### config.mk
export PLATFORM = sky130hd
export DESIGN_NAME = owdbg_port
export DESIGN_NICKNAME = d
export VERILOG_FILES = /design/src/logic/owdbg_pkg.sv /design/src/logic/owdbg_port.sv
export VERILOG_INCLUDE_DIRS = /design/src /design/src/logic
export SDC_FILE = /design/constraint.sdc
export NUM_CORES = 1
export LEC_CHECK = 0
export CAP_MARGIN = 20
export CORE_MARGIN = 1
export CORE_UTILIZATION = 62
export DETAILED_ROUTE_END_ITERATION = 10
export DONT_BUFFER_PORTS = 1
export PLACE_DENSITY = 0.78
export SLEW_MARGIN = 20
export SYNTH_ARGS = -nofsm -noshare
export SYNTH_HDL_FRONTEND = slang
export SYNTH_SLANG_ARGS = --single-unit
### constraint.sdc
create_clock -name sys_clk -period 5.9 [get_ports sys_clk]
set_clock_uncertainty 0.1 [all_clocks]
set_input_delay 1.77 -clock sys_clk [delete_from_list [all_inputs] [get_ports sys_clk]]
set_output_delay 1.77 -clock sys_clk [all_outputs]
set_load 0.005 [all_outputs]
### src/logic/owdbg_regs.svh
// Purpose: named constants of the one-wire debug port
// Assumes: 25 MHz sys_clk
// Notes: line framing and command codes are local to this port
`ifndef OWDBG_REGS_SVH
`define OWDBG_REGS_SVH

`define OWD_BIT_CYC 16
`define OWD_CNT_W 8
`define OWD_STOP_IDX 4'h9
`define OWD_INSTR_W 16
`define OWD_ARG_W 32

`define OWD_CMD_HALT 8'h01
`define OWD_CMD_RESUME 8'h02
`define OWD_CMD_EXEC 8'h03
`define OWD_CMD_FLASH 8'h04
`define OWD_CMD_READ_DCR 8'h05
`define OWD_CMD_SAVE_INSTR 8'h06

`define OWD_ARGS_NONE 3'h0
`define OWD_ARGS_WORD 3'h2
`define OWD_ARGS_FLASH 3'h4

`define OWD_BREAK_NOTE 8'h55
`define OWD_DCR_RST 8'h00
`define OWD_INSTR_RST 16'h0000

`endif

### src/logic/owdbg_pkg.sv
// Purpose: types of the one-wire debug port
// Assumes: nothing
// Notes: command decoder state encoding
`default_nettype none
package owdbg_pkg;
  typedef enum logic [2:0] {
    OWD_ST_CMD = 3'b001,
    OWD_ST_ARG = 3'b010,
    OWD_ST_ACT = 3'b100
  } owdbg_state_t;
endpackage
`default_nettype wire

### src/logic/owdbg_port.sv
// Purpose: device end of the one-wire debug port on the shared reset pin
// Assumes: inputs synchronous to sys_clk; line level seen on debug_line_in
// Notes: frame is a low start bit, 8 data bits lsb first, high stop bit
`timescale 1ns/100ps
`include "owdbg_regs.svh"
`default_nettype none
module owdbg_port #(
  parameter int BIT_CYC = `OWD_BIT_CYC
) (
  input wire logic sys_clk,
  input wire logic nrst,
  input wire logic one_wire_debug_fuse,
  input wire logic lock_bits_unprog,
  input wire logic ext_reset_n,
  input wire logic debug_line_in,
  input wire logic core_trap,
  input wire logic core_dcr_wr,
  input wire logic [7:0] core_dcr_data,
  output logic debug_line_out,
  output logic debug_line_oe_n,
  output logic pullup_en,
  output logic debug_active,
  output logic core_reset_n,
  output logic sleep_clk_keep,
  output logic core_halt,
  output logic exec_valid,
  output logic [`OWD_INSTR_W-1:0] exec_instr,
  output logic flash_wr,
  output logic [15:0] flash_addr,
  output logic [15:0] flash_data
);
  // the bit counter is OWD_CNT_W wide and the mid-bit sample needs a few cycles
  if (BIT_CYC < 4 || BIT_CYC > 255) begin : g_bad_bit_cyc
    $error("owdbg_port: BIT_CYC out of range");
  end

  localparam logic [`OWD_CNT_W-1:0] BIT_LAST = `OWD_CNT_W'(BIT_CYC - 1);
  localparam logic [`OWD_CNT_W-1:0] BIT_HALF = `OWD_CNT_W'(BIT_CYC / 2);

  // activation and pin reconfiguration; the sleep clock is kept by the debug fuse alone, whatever the lock bits
  wire next_active = one_wire_debug_fuse & lock_bits_unprog;

  always_ff @(posedge sys_clk or negedge nrst) begin
    if (!nrst) begin
      debug_active <= 1'b0;
      pullup_en <= 1'b0;
      core_reset_n <= 1'b0;
      sleep_clk_keep <= 1'b0;
      debug_line_out <= 1'b0;
    end else begin
      debug_active <= next_active;
      pullup_en <= next_active;
      core_reset_n <= next_active | ext_reset_n;
      sleep_clk_keep <= one_wire_debug_fuse;
      debug_line_out <= 1'b0;
    end
  end

  // receiver
  logic rx_busy, rx_done;
  logic [3:0] rx_idx;
  logic [`OWD_CNT_W-1:0] rx_cnt;
  logic [7:0] rx_shift;
  logic tx_busy, tx_pend;
  wire rx_sample = rx_busy && rx_cnt == BIT_HALF;
  wire rx_stop = rx_sample && rx_idx == `OWD_STOP_IDX;
  wire rx_glitch = rx_sample && rx_idx == 4'h0 && debug_line_in;
  wire rx_start = !rx_busy && debug_active && !debug_line_in && !tx_busy;

  always_ff @(posedge sys_clk or negedge nrst) begin
    if (!nrst) begin
      rx_busy <= 1'b0;
      rx_idx <= 4'h0;
      rx_cnt <= '0;
      rx_shift <= 8'h00;
      rx_done <= 1'b0;
    end else begin
      rx_done <= rx_stop && debug_line_in;
      if (rx_start) begin
        rx_busy <= 1'b1;
        rx_idx <= 4'h0;
        rx_cnt <= '0;
      end else if (rx_busy) begin
        rx_cnt <= (rx_cnt == BIT_LAST) ? '0 : rx_cnt + 1'b1;
        if (rx_stop || rx_glitch) begin
          rx_busy <= 1'b0;
        end else if (rx_sample) begin
          rx_idx <= rx_idx + 4'h1;
          if (rx_idx != 4'h0) begin
            rx_shift <= {debug_line_in, rx_shift[7:1]};
          end
        end
      end
    end
  end

  // command decoder
  owdbg_pkg::owdbg_state_t state, next_state;
  logic [7:0] cmd;
  logic [2:0] arg_left;
  logic [`OWD_ARG_W-1:0] arg_buf;
  wire [2:0] cmd_args =
    (rx_shift == `OWD_CMD_EXEC || rx_shift == `OWD_CMD_SAVE_INSTR) ? `OWD_ARGS_WORD :
    (rx_shift == `OWD_CMD_FLASH) ? `OWD_ARGS_FLASH : `OWD_ARGS_NONE;

  always_comb begin
    next_state = state;
    unique case (state)
      owdbg_pkg::OWD_ST_CMD: begin
        if (rx_done) begin
          next_state = (cmd_args == `OWD_ARGS_NONE) ? owdbg_pkg::OWD_ST_ACT
                                                    : owdbg_pkg::OWD_ST_ARG;
        end
      end
      owdbg_pkg::OWD_ST_ARG: begin
        if (rx_done && arg_left == 3'h1) begin
          next_state = owdbg_pkg::OWD_ST_ACT;
        end
      end
      owdbg_pkg::OWD_ST_ACT: next_state = owdbg_pkg::OWD_ST_CMD;
    endcase
  end

  always_ff @(posedge sys_clk or negedge nrst) begin
    if (!nrst) begin
      state <= owdbg_pkg::OWD_ST_CMD;
      cmd <= 8'h00;
      arg_left <= 3'h0;
      arg_buf <= '0;
    end else begin
      state <= debug_active ? next_state : owdbg_pkg::OWD_ST_CMD;
      if (state == owdbg_pkg::OWD_ST_CMD && rx_done) begin
        cmd <= rx_shift;
        arg_left <= cmd_args;
      end else if (state == owdbg_pkg::OWD_ST_ARG && rx_done) begin
        arg_buf <= {arg_buf[`OWD_ARG_W-9:0], rx_shift};
        arg_left <= arg_left - 3'h1;
      end
    end
  end

  // actions; exec and flash only while halted so a running core is never disturbed
  wire act = state == owdbg_pkg::OWD_ST_ACT;
  wire act_halt = act && cmd == `OWD_CMD_HALT;
  wire act_resume = act && cmd == `OWD_CMD_RESUME && core_halt;
  wire act_exec = act && cmd == `OWD_CMD_EXEC && core_halt;
  wire act_flash = act && cmd == `OWD_CMD_FLASH && core_halt;
  wire act_save = act && cmd == `OWD_CMD_SAVE_INSTR;
  wire act_read = act && cmd == `OWD_CMD_READ_DCR;
  wire trap_hit = debug_active && core_trap && !core_halt;
  logic [`OWD_INSTR_W-1:0] saved_instr;
  logic [7:0] dcr;
  logic dcr_full;

  always_ff @(posedge sys_clk or negedge nrst) begin
    if (!nrst) begin
      core_halt <= 1'b0;
      exec_valid <= 1'b0;
      exec_instr <= `OWD_INSTR_RST;
      flash_wr <= 1'b0;
      flash_addr <= 16'h0000;
      flash_data <= 16'h0000;
      saved_instr <= `OWD_INSTR_RST;
    end else begin
      exec_valid <= act_resume || act_exec;
      flash_wr <= act_flash;
      if (!debug_active) begin
        core_halt <= 1'b0;
      end else if (trap_hit || act_halt) begin
        core_halt <= 1'b1;
      end else if (act_resume) begin
        core_halt <= 1'b0;
      end
      if (act_resume) begin
        exec_instr <= saved_instr;
      end else if (act_exec) begin
        exec_instr <= arg_buf[`OWD_INSTR_W-1:0];
      end
      if (act_flash) begin
        flash_addr <= arg_buf[31:16];
        flash_data <= arg_buf[15:0];
      end
      if (act_save) begin
        saved_instr <= arg_buf[`OWD_INSTR_W-1:0];
      end
    end
  end

  // data channel: program writes, only the debugger reads; a write beats a read clear
  always_ff @(posedge sys_clk or negedge nrst) begin
    if (!nrst) begin
      dcr <= `OWD_DCR_RST;
      dcr_full <= 1'b0;
    end else begin
      if (core_dcr_wr) begin
        dcr <= core_dcr_data;
      end
      dcr_full <= core_dcr_wr || (dcr_full && !act_read);
    end
  end

  // transmitter; a zero bit pulls low, a one bit only releases the line
  logic [7:0] tx_data;
  logic [9:0] tx_frame;
  logic [3:0] tx_idx;
  logic [`OWD_CNT_W-1:0] tx_cnt;
  wire tx_req = trap_hit || act_read;
  wire [7:0] tx_req_data = trap_hit ? `OWD_BREAK_NOTE : dcr;
  // a frame that starts in the same cycle keeps the line, so the reply waits
  wire tx_load = tx_pend && !tx_busy && !rx_busy && !rx_start;
  wire tx_bit_end = tx_busy && tx_cnt == BIT_LAST;
  wire next_oe_n = !(debug_active && tx_busy && !tx_frame[0]);

  always_ff @(posedge sys_clk or negedge nrst) begin
    if (!nrst) begin
      tx_pend <= 1'b0;
      tx_data <= 8'h00;
      tx_busy <= 1'b0;
      tx_frame <= 10'h3ff;
      tx_idx <= 4'h0;
      tx_cnt <= '0;
      debug_line_oe_n <= 1'b1;
    end else begin
      debug_line_oe_n <= next_oe_n;
      tx_pend <= tx_req || (tx_pend && !tx_load);
      if (tx_req) begin
        tx_data <= tx_req_data;
      end
      if (tx_load) begin
        tx_busy <= 1'b1;
        tx_frame <= {1'b1, tx_data, 1'b0};
        tx_idx <= 4'h0;
        tx_cnt <= '0;
      end else if (tx_busy) begin
        tx_cnt <= tx_bit_end ? '0 : tx_cnt + 1'b1;
        if (tx_bit_end) begin
          tx_frame <= {1'b1, tx_frame[9:1]};
          tx_idx <= tx_idx + 4'h1;
          tx_busy <= tx_idx != `OWD_STOP_IDX;
        end
      end
    end
  end
endmodule // owdbg_port
`default_nettype wire

## Word-level counts from Yosys, hierarchy flattened

Cells that the tools add are included.

| storage, ports and cells | value |
|---|---|
| register bits after elaboration | 179 |
| input port bits | 16 |
| output and inout port bits | 57 |
| word-level logic and storage cells | 153 |

| cells by class | value |
|---|---|
| add/sub/neg operators | 5 |
| equal/unequal tests | 22 |
| muxes and demuxes | 37 |
| bitwise operators | 5 |
| reduce and logical (&&, ||, !) cells | 57 |

Operator list:

| operator | number |
|---|---|
| $mux W8 | 7 |
| $eq A8 B3 Y1 const B | 5 |
| $mux W16 | 2 |
| $mux W10 | 3 |
| $logic_and A1 B1 Y1 | 29 |
| $mux W4 | 7 |
| $eq A8 B2 Y1 const B | 3 |
| $eq A8 B4 Y1 const B | 3 |
| $mux W3 | 8 |
| $add A8 B1 Y8 const B | 2 |
| $reduce_bool A2 Y1 | 6 |
| $mux W1 | 9 |
| $pmux W3 S3 | 1 |
| $add A4 B1 Y4 const B | 2 |
| $eq A8 B1 Y1 const B | 1 |
| $logic_not A1 Y1 | 8 |
| $eq A3 B1 Y1 const B | 2 |
| $logic_or A1 B1 Y1 | 6 |
| $ne A3 B3 Y1 const B | 2 |
| $reduce_and A2 Y1 | 3 |
| $reduce_and A5 Y1 | 1 |
| $eq A4 B4 Y1 const B | 1 |
| $logic_not A4 Y1 | 1 |
| $ne A4 B4 Y1 const B | 1 |
| other kinds (11) | 13 |

## Logic depth before layout (Yosys ltp)

Gate-level depths: netlist (run 1).

| logic depth | value |
|---|---|
| word-level depth | 9 |
| depth in mapped cells | 7 |
| depth with buffers taken out | 6 |

## Worst setup path after synthesis (run 1)

Ideal clock, no wire load.

| timing | value |
|---|---|
| path type | input to register |
| start point | input debug_line_in |
| end point | register rx_idx[0] |
| library setup time | 0.125 ns |
| arrival time | 2.676 ns |
| data required time | 5.675 ns |
| setup slack | 2.999 ns |
| stages | 3 |
| buffers on the path | 0 |
| cells stage by stage | nor4b_2 > nor2_1 > mux2_2 |

| between the ends | value |
|---|---|
| cells in the longest elaborated chain, start to end | 5 |
| elaborated cells between the ends (all ways) | 10 |
| classes of those cells | eq/ne (1); mux (1); reduce/logical (8) |

Ends and longest elaborated chain:

| what | RTL line | text |
|---|---|---|
| from (decl) | owdbg_port.sv:15 | `input wire logic debug_line_in,` |
| $logic_not A1 Y1 | owdbg_port.sv:68 | `wire rx_start = !rx_busy && debug_active && !debug_line_in && !tx_busy;` |
| $logic_and A1 B1 Y1 (2 in a row) | owdbg_port.sv:68 |  |
| $ne A2 B2 Y1 (no source line) or $reduce_bool A2 Y1 (tied branches) | -- |  |
| $reduce_and A3 Y1 (no source line) | -- |  |
| to (signal assigned) | owdbg_port.sv:88 | `rx_idx <= rx_idx + 4'h1;` |
| to (decl) | owdbg_port.sv:61 | `logic [3:0] rx_idx;` |

Parallel ways exist; a longest one is shown, timed or not.
A chain may end at the register's enable or synchronous reset.

## Worst setup path in the final report (run 1)

| timing | value |
|---|---|
| start point | register debug_active |
| end point | output debug_active |

RTL lines:

| what | RTL line | text |
|---|---|---|
| from (decl) | owdbg_port.sv:22 | `output logic debug_active,` |
| from (signal assigned) | owdbg_port.sv:51 | `debug_active <= next_active;` |

No word-level cell between the ends.

==> results of run 1 <==
[kinds of logic after synthesis]
kind of cell / Yosys count / synth area share, %
AOI/OAI and AO/OA: 89 / 7.55
muxes: 89 / 13.5
other: 1 / 0.0496
adders and majority gates: 10 / 1.65
xor gates and xnor gates: 5 / 0.579
and+or+nand+nor: 219 / 14.1
buffers and inverters: 62 / 3.46
DFF: 178 / 59.1
[power breakdown]
part / switching, uW / internal (uW)
clock network: 488 / 583
registers: 6.85 / 1230
logic: 3.62 / 7.48
total: 498 / 1820
[worst register-to-register path, stage by stage (launching register included)]
cell and delay [ps]:
dfrtp_1 400, or4_4 590, or3_4 370, nor3_4 820
mux2_2 420
[path summary, 6_finish.rpt]
path | startpoint | to | slack [ps] | cells after the start
worst min-delay path | arg_buf[31] | arg_buf[31] | 370 | 2
max in group asynchronous | nrst | tx_frame[4] | 4480 | 0
worst min register to register | arg_buf[31] | arg_buf[31] | 370 | 2
worst max-delay path | debug_active | debug_active | 2960 | 0
worst max register to register | cmd[5] | saved_instr[1] | 3090 | 4
min in group asynchronous | nrst | tx_data[0] | 940 | 0
[stage by stage]
stage | total power (uW) | utilization [%]
CTS | 2330 | 70.4
detailed placement | 1270 | 65.6
finish | 2320 | 70.5
global placement | 1270 | 65.6
floorplan | 1270 | -
global route | 2380 | 70.5
[sequential cells by signal (all words and copies together), names as in the netlist, 3 cells and up]
register and cells:
tx_idx 4, saved_instr 16, flash_addr 16, rx_cnt 8, exec_instr 16, cmd 8
arg_left 3, state 3, dcr 8, tx_frame 9, rx_idx 4, tx_data 8
flash_data 16, rx_shift 8, arg_buf 32, tx_cnt 8
[synthesized netlist by cell type (all sizes together), types with 2 or more instances]
cell    instances
a21oi          12
a31oi           3
and3            5
and3b           2
buf             7
clkbuf         23
dfrtp         167
dfstp          11
ha             10
inv            32
mux2           73
mux2i          16
nand2         129
nand2b          4
nand3          11
nand3b          2
nand4           5
nand4b          2
nor2           19
nor2b           5
nor3            6
nor3b           3
nor4            3
nor4bb          3
o211ai          3
o21ai          38
o221ai         17
o22ai           2
o31ai           4
o41ai           2
or2             2
or3             8
or4             5
xor2            4
[cell type report]
type | count | area, um2
clock buffers | 21 | 470
clock inverters | 11 | 93.8
fillers | 825 | 3450
inverters | 32 | 120
multi-input cells | 413 | 2860
flip-flops and latches | 178 | 4470
well taps | 143 | 179
repair buffers | 4 | 30.0
[routing by layer]
| metal | up-vias | routed length (um) | track usage [%] | share of wire (%) |
|---|---|---|---|---|
| met3 | 15 | 961 | 7.29 | 6.5 |
| met5 | - | 0 | 0 | 0 |
| met4 | 0 | 153 | 8.98 | 1.0 |
| met2 | 160 | 7220 | 40.1 | 49 |
| li1 | 2261 | - | - | - |
| met1 | 2480 | 6470 | 35.5 | 44 |
==> flow_metrics.env, run 1 <==
export IMPL_status="finished, final reports clean"
export IMPL_dpl_hpwl_um=9240
export IMPL_clk_pin_slew_ps=70
export IMPL_htreeDepth=4
export IMPL_rows=39
export IMPL_grt_usage_pct=25.9
export IMPL_core_region_area_mm2=0.0117
export IMPL_grt_pass1_wl_um=25200
export IMPL_grt_overflow_total=0
export IMPL_post_dp_cell_area_mm2=0.00765
export IMPL_max_freq_mhz=340
export IMPL_die_width_um=112
export IMPL_slew_headroom_pct=33.0
export IMPL_setup_ws_ps=2960
export IMPL_cp_data_required_time_ps=4030
export IMPL_grt_pass1_vias=4974
export IMPL_ctsHoldBuffers=0
export IMPL_postCtsSetupRepairBufs=0
export IMPL_place_ws_ps=2660
export IMPL_fin_crit_sh_pct=49.8
export IMPL_stdcell_area_mm2=0.00822
export IMPL_dr_pass1_iters=5
export IMPL_rsz0062_at_grt="false"
export IMPL_clk_path_buf_depth=2
export IMPL_drive_gt1_share_pct=19.7
export IMPL_setup_worst_path_end_class="output port"
export IMPL_crit_type="reg2out"
export IMPL_io_pins=73
export IMPL_placed_cells=770
export IMPL_cts_root_buffer="clkbuf_16"
export IMPL_tritoncts="built"
export IMPL_cts_sinks=178
export IMPL_synth_edf_count=0
export IMPL_finalSetupTns_ps=0
export IMPL_portBuffers=0
export IMPL_power_leakage_uw=0.00398
export IMPL_cp_data_arrival_time_ps=1070
export IMPL_power_density_mw_per_mm2=282
export IMPL_yosysWarnings=0
export IMPL_hold_worst_slack_ps=373
export IMPL_drc_errors=0
export IMPL_start_util_pct=64.8
export IMPL_synth_top_area_share_pct=55.3
export IMPL_hp_class="reg2reg"
export IMPL_die_area_mm2=0.0126
export IMPL_grt_start_max_net_pins=179
export IMPL_synthFlopType="dfrtp_1"
export IMPL_synth_cell_types=58
export IMPL_vias=4916
export IMPL_drt_iter0_drc=428
export IMPL_ys_seq_area_share_pct=59.1
export IMPL_max_slew_worst_pin_slew_ps=1000
export IMPL_wl_per_cell_um=18.5
export IMPL_finalSetupViolations=0
export IMPL_diodes=0
export IMPL_avgSynthCellArea_um2=11.6
export IMPL_syn_instance_count=653
export IMPL_start_kind="flop"
export IMPL_finalNetCount=672
export IMPL_yosys_top_cells_area="dfrtp_1 (55%), mux2_2 (9.2%), nand2_1 (6.4%)"
export IMPL_ys_ff_latch=178
export IMPL_slew_violations=0
export IMPL_routabilityCongestion=0.791
export IMPL_synth_cell_area_mm2=0.00756
export IMPL_wirelength_um=14800
export IMPL_mostFrequentLayoutCells="dfrtp_1 (167), nand2_1 (128), mux2_2 (62), o21ai_0 (36), inv_1 (32)"
export IMPL_die_h_um=112
export IMPL_antenna_found_initial=0
export IMPL_vias_per_cell=6.13
export IMPL_areaGrowthSynthToFinish_pct=8.67
export IMPL_hold_viol=0
export IMPL_ys_async_sr_fraction_pct=100
export IMPL_ir_worst_vdd_uv=211
export IMPL_cp_max_fo=11
export IMPL_insertion_delay_ps=430
export IMPL_maxCapViolCount=0
export IMPL_cts_buffers=17
export IMPL_stdcell_count=802
export IMPL_antenna_left=0
export IMPL_final_common_cell="dfrtp_1"
export IMPL_cts_repair_resized=0
export IMPL_syn_nets=679
export IMPL_min_period_ps=2940
export IMPL_synth_largest_area_cell="dfrtp_1"
Power figures use the tool's default switching activity.
==> run 2: changes to the inputs <==
clock period = 2.9 ns   (was 5.9 ns; I/O delays follow)
==> run 2 against run 1 <==
Net effect: sequential power increased by 100%; global-route usage increased by 0.76 points; clock-buffer cell count decreased by 1; final cell count increased by 0.87%; via count increased by 0.65%; total power increased by 100%; clock power increased by 100%; hold slack got worse by 340 ps; routed wire length increased by 2.1%; worst setup slack got worse by 2400 ps; sequential share of layout area decreased by 0.34 points.
==> flow_metrics.env, run 2 (synthesis gave the netlist of run 1 again) <==
export IMPL_status="finished, final reports clean"
export IMPL_clk_path_buf_depth=2
export IMPL_cp_max_fo=16
export IMPL_htreeDepth=4
export IMPL_dpl_hpwl_um=9590
export IMPL_postCtsSetupRepairBufs=0
export IMPL_stdcell_area_mm2=0.00827
export IMPL_maxCapViolCount=0
export IMPL_cp_cell_sequence="or3b_4 -> or3_4 -> nor3_4 -> buf_4 -> mux2_2"
export IMPL_hold_viol=0
export IMPL_routabilityCongestion=0.774
export IMPL_wirelength_um=15100
export IMPL_power_density_mw_per_mm2=570
export IMPL_hp_class="in2async"
export IMPL_setup_worst_path_end_class="flop"
export IMPL_antenna_left=0
export IMPL_ctsHoldBuffers=0
export IMPL_grt_overflow_total=0
export IMPL_mostFrequentLayoutCells="dfrtp_1 (167), nand2_1 (129), mux2_2 (62), o21ai_0 (36), inv_1 (32)"
export IMPL_rrSetupSlack_ps=510
export IMPL_seqPwrFrac_pct=53.3
export IMPL_die_h_um=112
export IMPL_cts_repair_resized=0
export IMPL_power_leakage_uw=0.00402
export IMPL_die_width_um=112
export IMPL_final_common_cell="dfrtp_1"
export IMPL_cts_buffers=17
export IMPL_grt_start_max_net_pins=179
export IMPL_portBuffers=0
export IMPL_grt_pass1_vias=5101
export IMPL_rsz0062_at_grt="false"
export IMPL_cts_root_buffer="clkbuf_16"
export IMPL_slew_headroom_pct=39.8
export IMPL_clk_pin_slew_ps=60
export IMPL_cp_data_required_time_ps=3110
export IMPL_drc_errors=0
export IMPL_p_switching_uw=973
export IMPL_drt_iter0_drc=308
export IMPL_min_period_ps=2390
export IMPL_core_region_area_mm2=0.0117
export IMPL_r2r_end="saved_instr[1]"
export IMPL_fin_crit_sh_pct=82.3
export IMPL_regMostFlops="arg_buf"
export IMPL_max_slew_worst_pin_slew_ps=898
export IMPL_p_clk_share_pct=46.2
export IMPL_cp_data_arrival_time_ps=2600
export IMPL_diodes=0
export IMPL_slew_violations=0
export IMPL_die_area_mm2=0.0126
export IMPL_place_ws_ps=507
export IMPL_rows=39
export IMPL_wl_per_cell_um=18.7
export IMPL_tritoncts="built"
export IMPL_start_kind="flop"
export IMPL_io_pins=73
export IMPL_reg2regPathDepth=5
export IMPL_areaGrowthSynthToFinish_pct=9.35
export IMPL_postLayoutCoreUtil_pct=70.9
export IMPL_antenna_found_initial=1
export IMPL_setup_ws_ps=512
export IMPL_vias_per_cell=6.12
export IMPL_comb_power_share_pct=0.6
export IMPL_vias=4948
export IMPL_p_int_uw=3740
export IMPL_finalSetupViolations=0
export IMPL_r2r_start="state[2]"
export IMPL_max_freq_mhz=419
export IMPL_crit_path_start="state[2]"
export IMPL_insertion_delay_ps=430
export IMPL_start_util_pct=64.8
export IMPL_grt_pass1_wl_um=25400
export IMPL_max_stage_delay_ps=470
export IMPL_crit_slowest_cell="dfrtp_1"
export IMPL_cts_sinks=178
export IMPL_largest_reg_flops=32
export IMPL_dr_pass1_iters=4
export IMPL_crit_type="reg2reg"
export IMPL_endpoint="saved_instr[1]"
export IMPL_grt_usage_pct=26.6
export IMPL_swShare_pct=20.6
export IMPL_drive_gt1_share_pct=20.4
export IMPL_ir_worst_vdd_uv=514
export IMPL_finalNetCount=680
export IMPL_finalSetupTns_ps=0
export IMPL_post_dp_cell_area_mm2=0.00771
-- run 2: per-stage QoR --
step	hold WS [ps]	std cells	total power, uW
finish	37.5	809	4710
global route	6.92	809	4860
CTS	19.4	809	4740
detailed placement	364	778	2580
global placement	354	778	2580
floorplan	340	653	2580
-- run 2: layout make-up --
type | instances | area [um2]
clock buffer | 20 | 457
clock inverter | 11 | 101
fill | 817 | 3390
inverter | 32 | 120
multi-input combinational | 413 | 2850
sequential | 178 | 4470
tap | 143 | 179
timing repair buffer | 12 | 90.1
-- run 2: layer usage --
metal,track usage (%),share of wire (%),vias up
met4,10.0,1.6,0
li1,-,-,2276
met2,41.3,48,144
met1,36.2,45,2506
met3,7.45,5.5,22
met5,0,0,-
-- run 2: power by group through the flow --
stage | clock network (uW) | logic, uW | registers [uW]
2_1_floorplan | 0 | 25.0 | 2550
3_3_place_gp | 0 | 25.5 | 2560
3_5_place_dp | 0 | 26.5 | 2560
4_1_cts | 2200 | 26.8 | 2510
5_1_grt | 2320 | 29.2 | 2510
6_report | 2180 | 26.5 | 2510
-- run 2: critical path: cells and delay by family (launching register included) --
| kind | cells | cell delay [ps] |
|---|---|---|
| AND/OR/NAND/NOR | 3 | 1020 |
| buffers and inverters | 1 | 300 |
| flip-flops | 1 | 470 |
| multiplexers | 1 | 380 |
-- run 2: how the worst min path moves through the flow --
stage,from,to,slack (ps),depth (start not counted)
floorplan,arg_buf[24],arg_buf[24],340,2
finish,nrst,dcr[2],40,0
CTS,nrst,tx_idx[0],20,0
detailed placement,arg_buf[30],arg_buf[30],360,2
global placement,arg_buf[31],arg_buf[31],350,2
global route,nrst,tx_idx[0],7,0
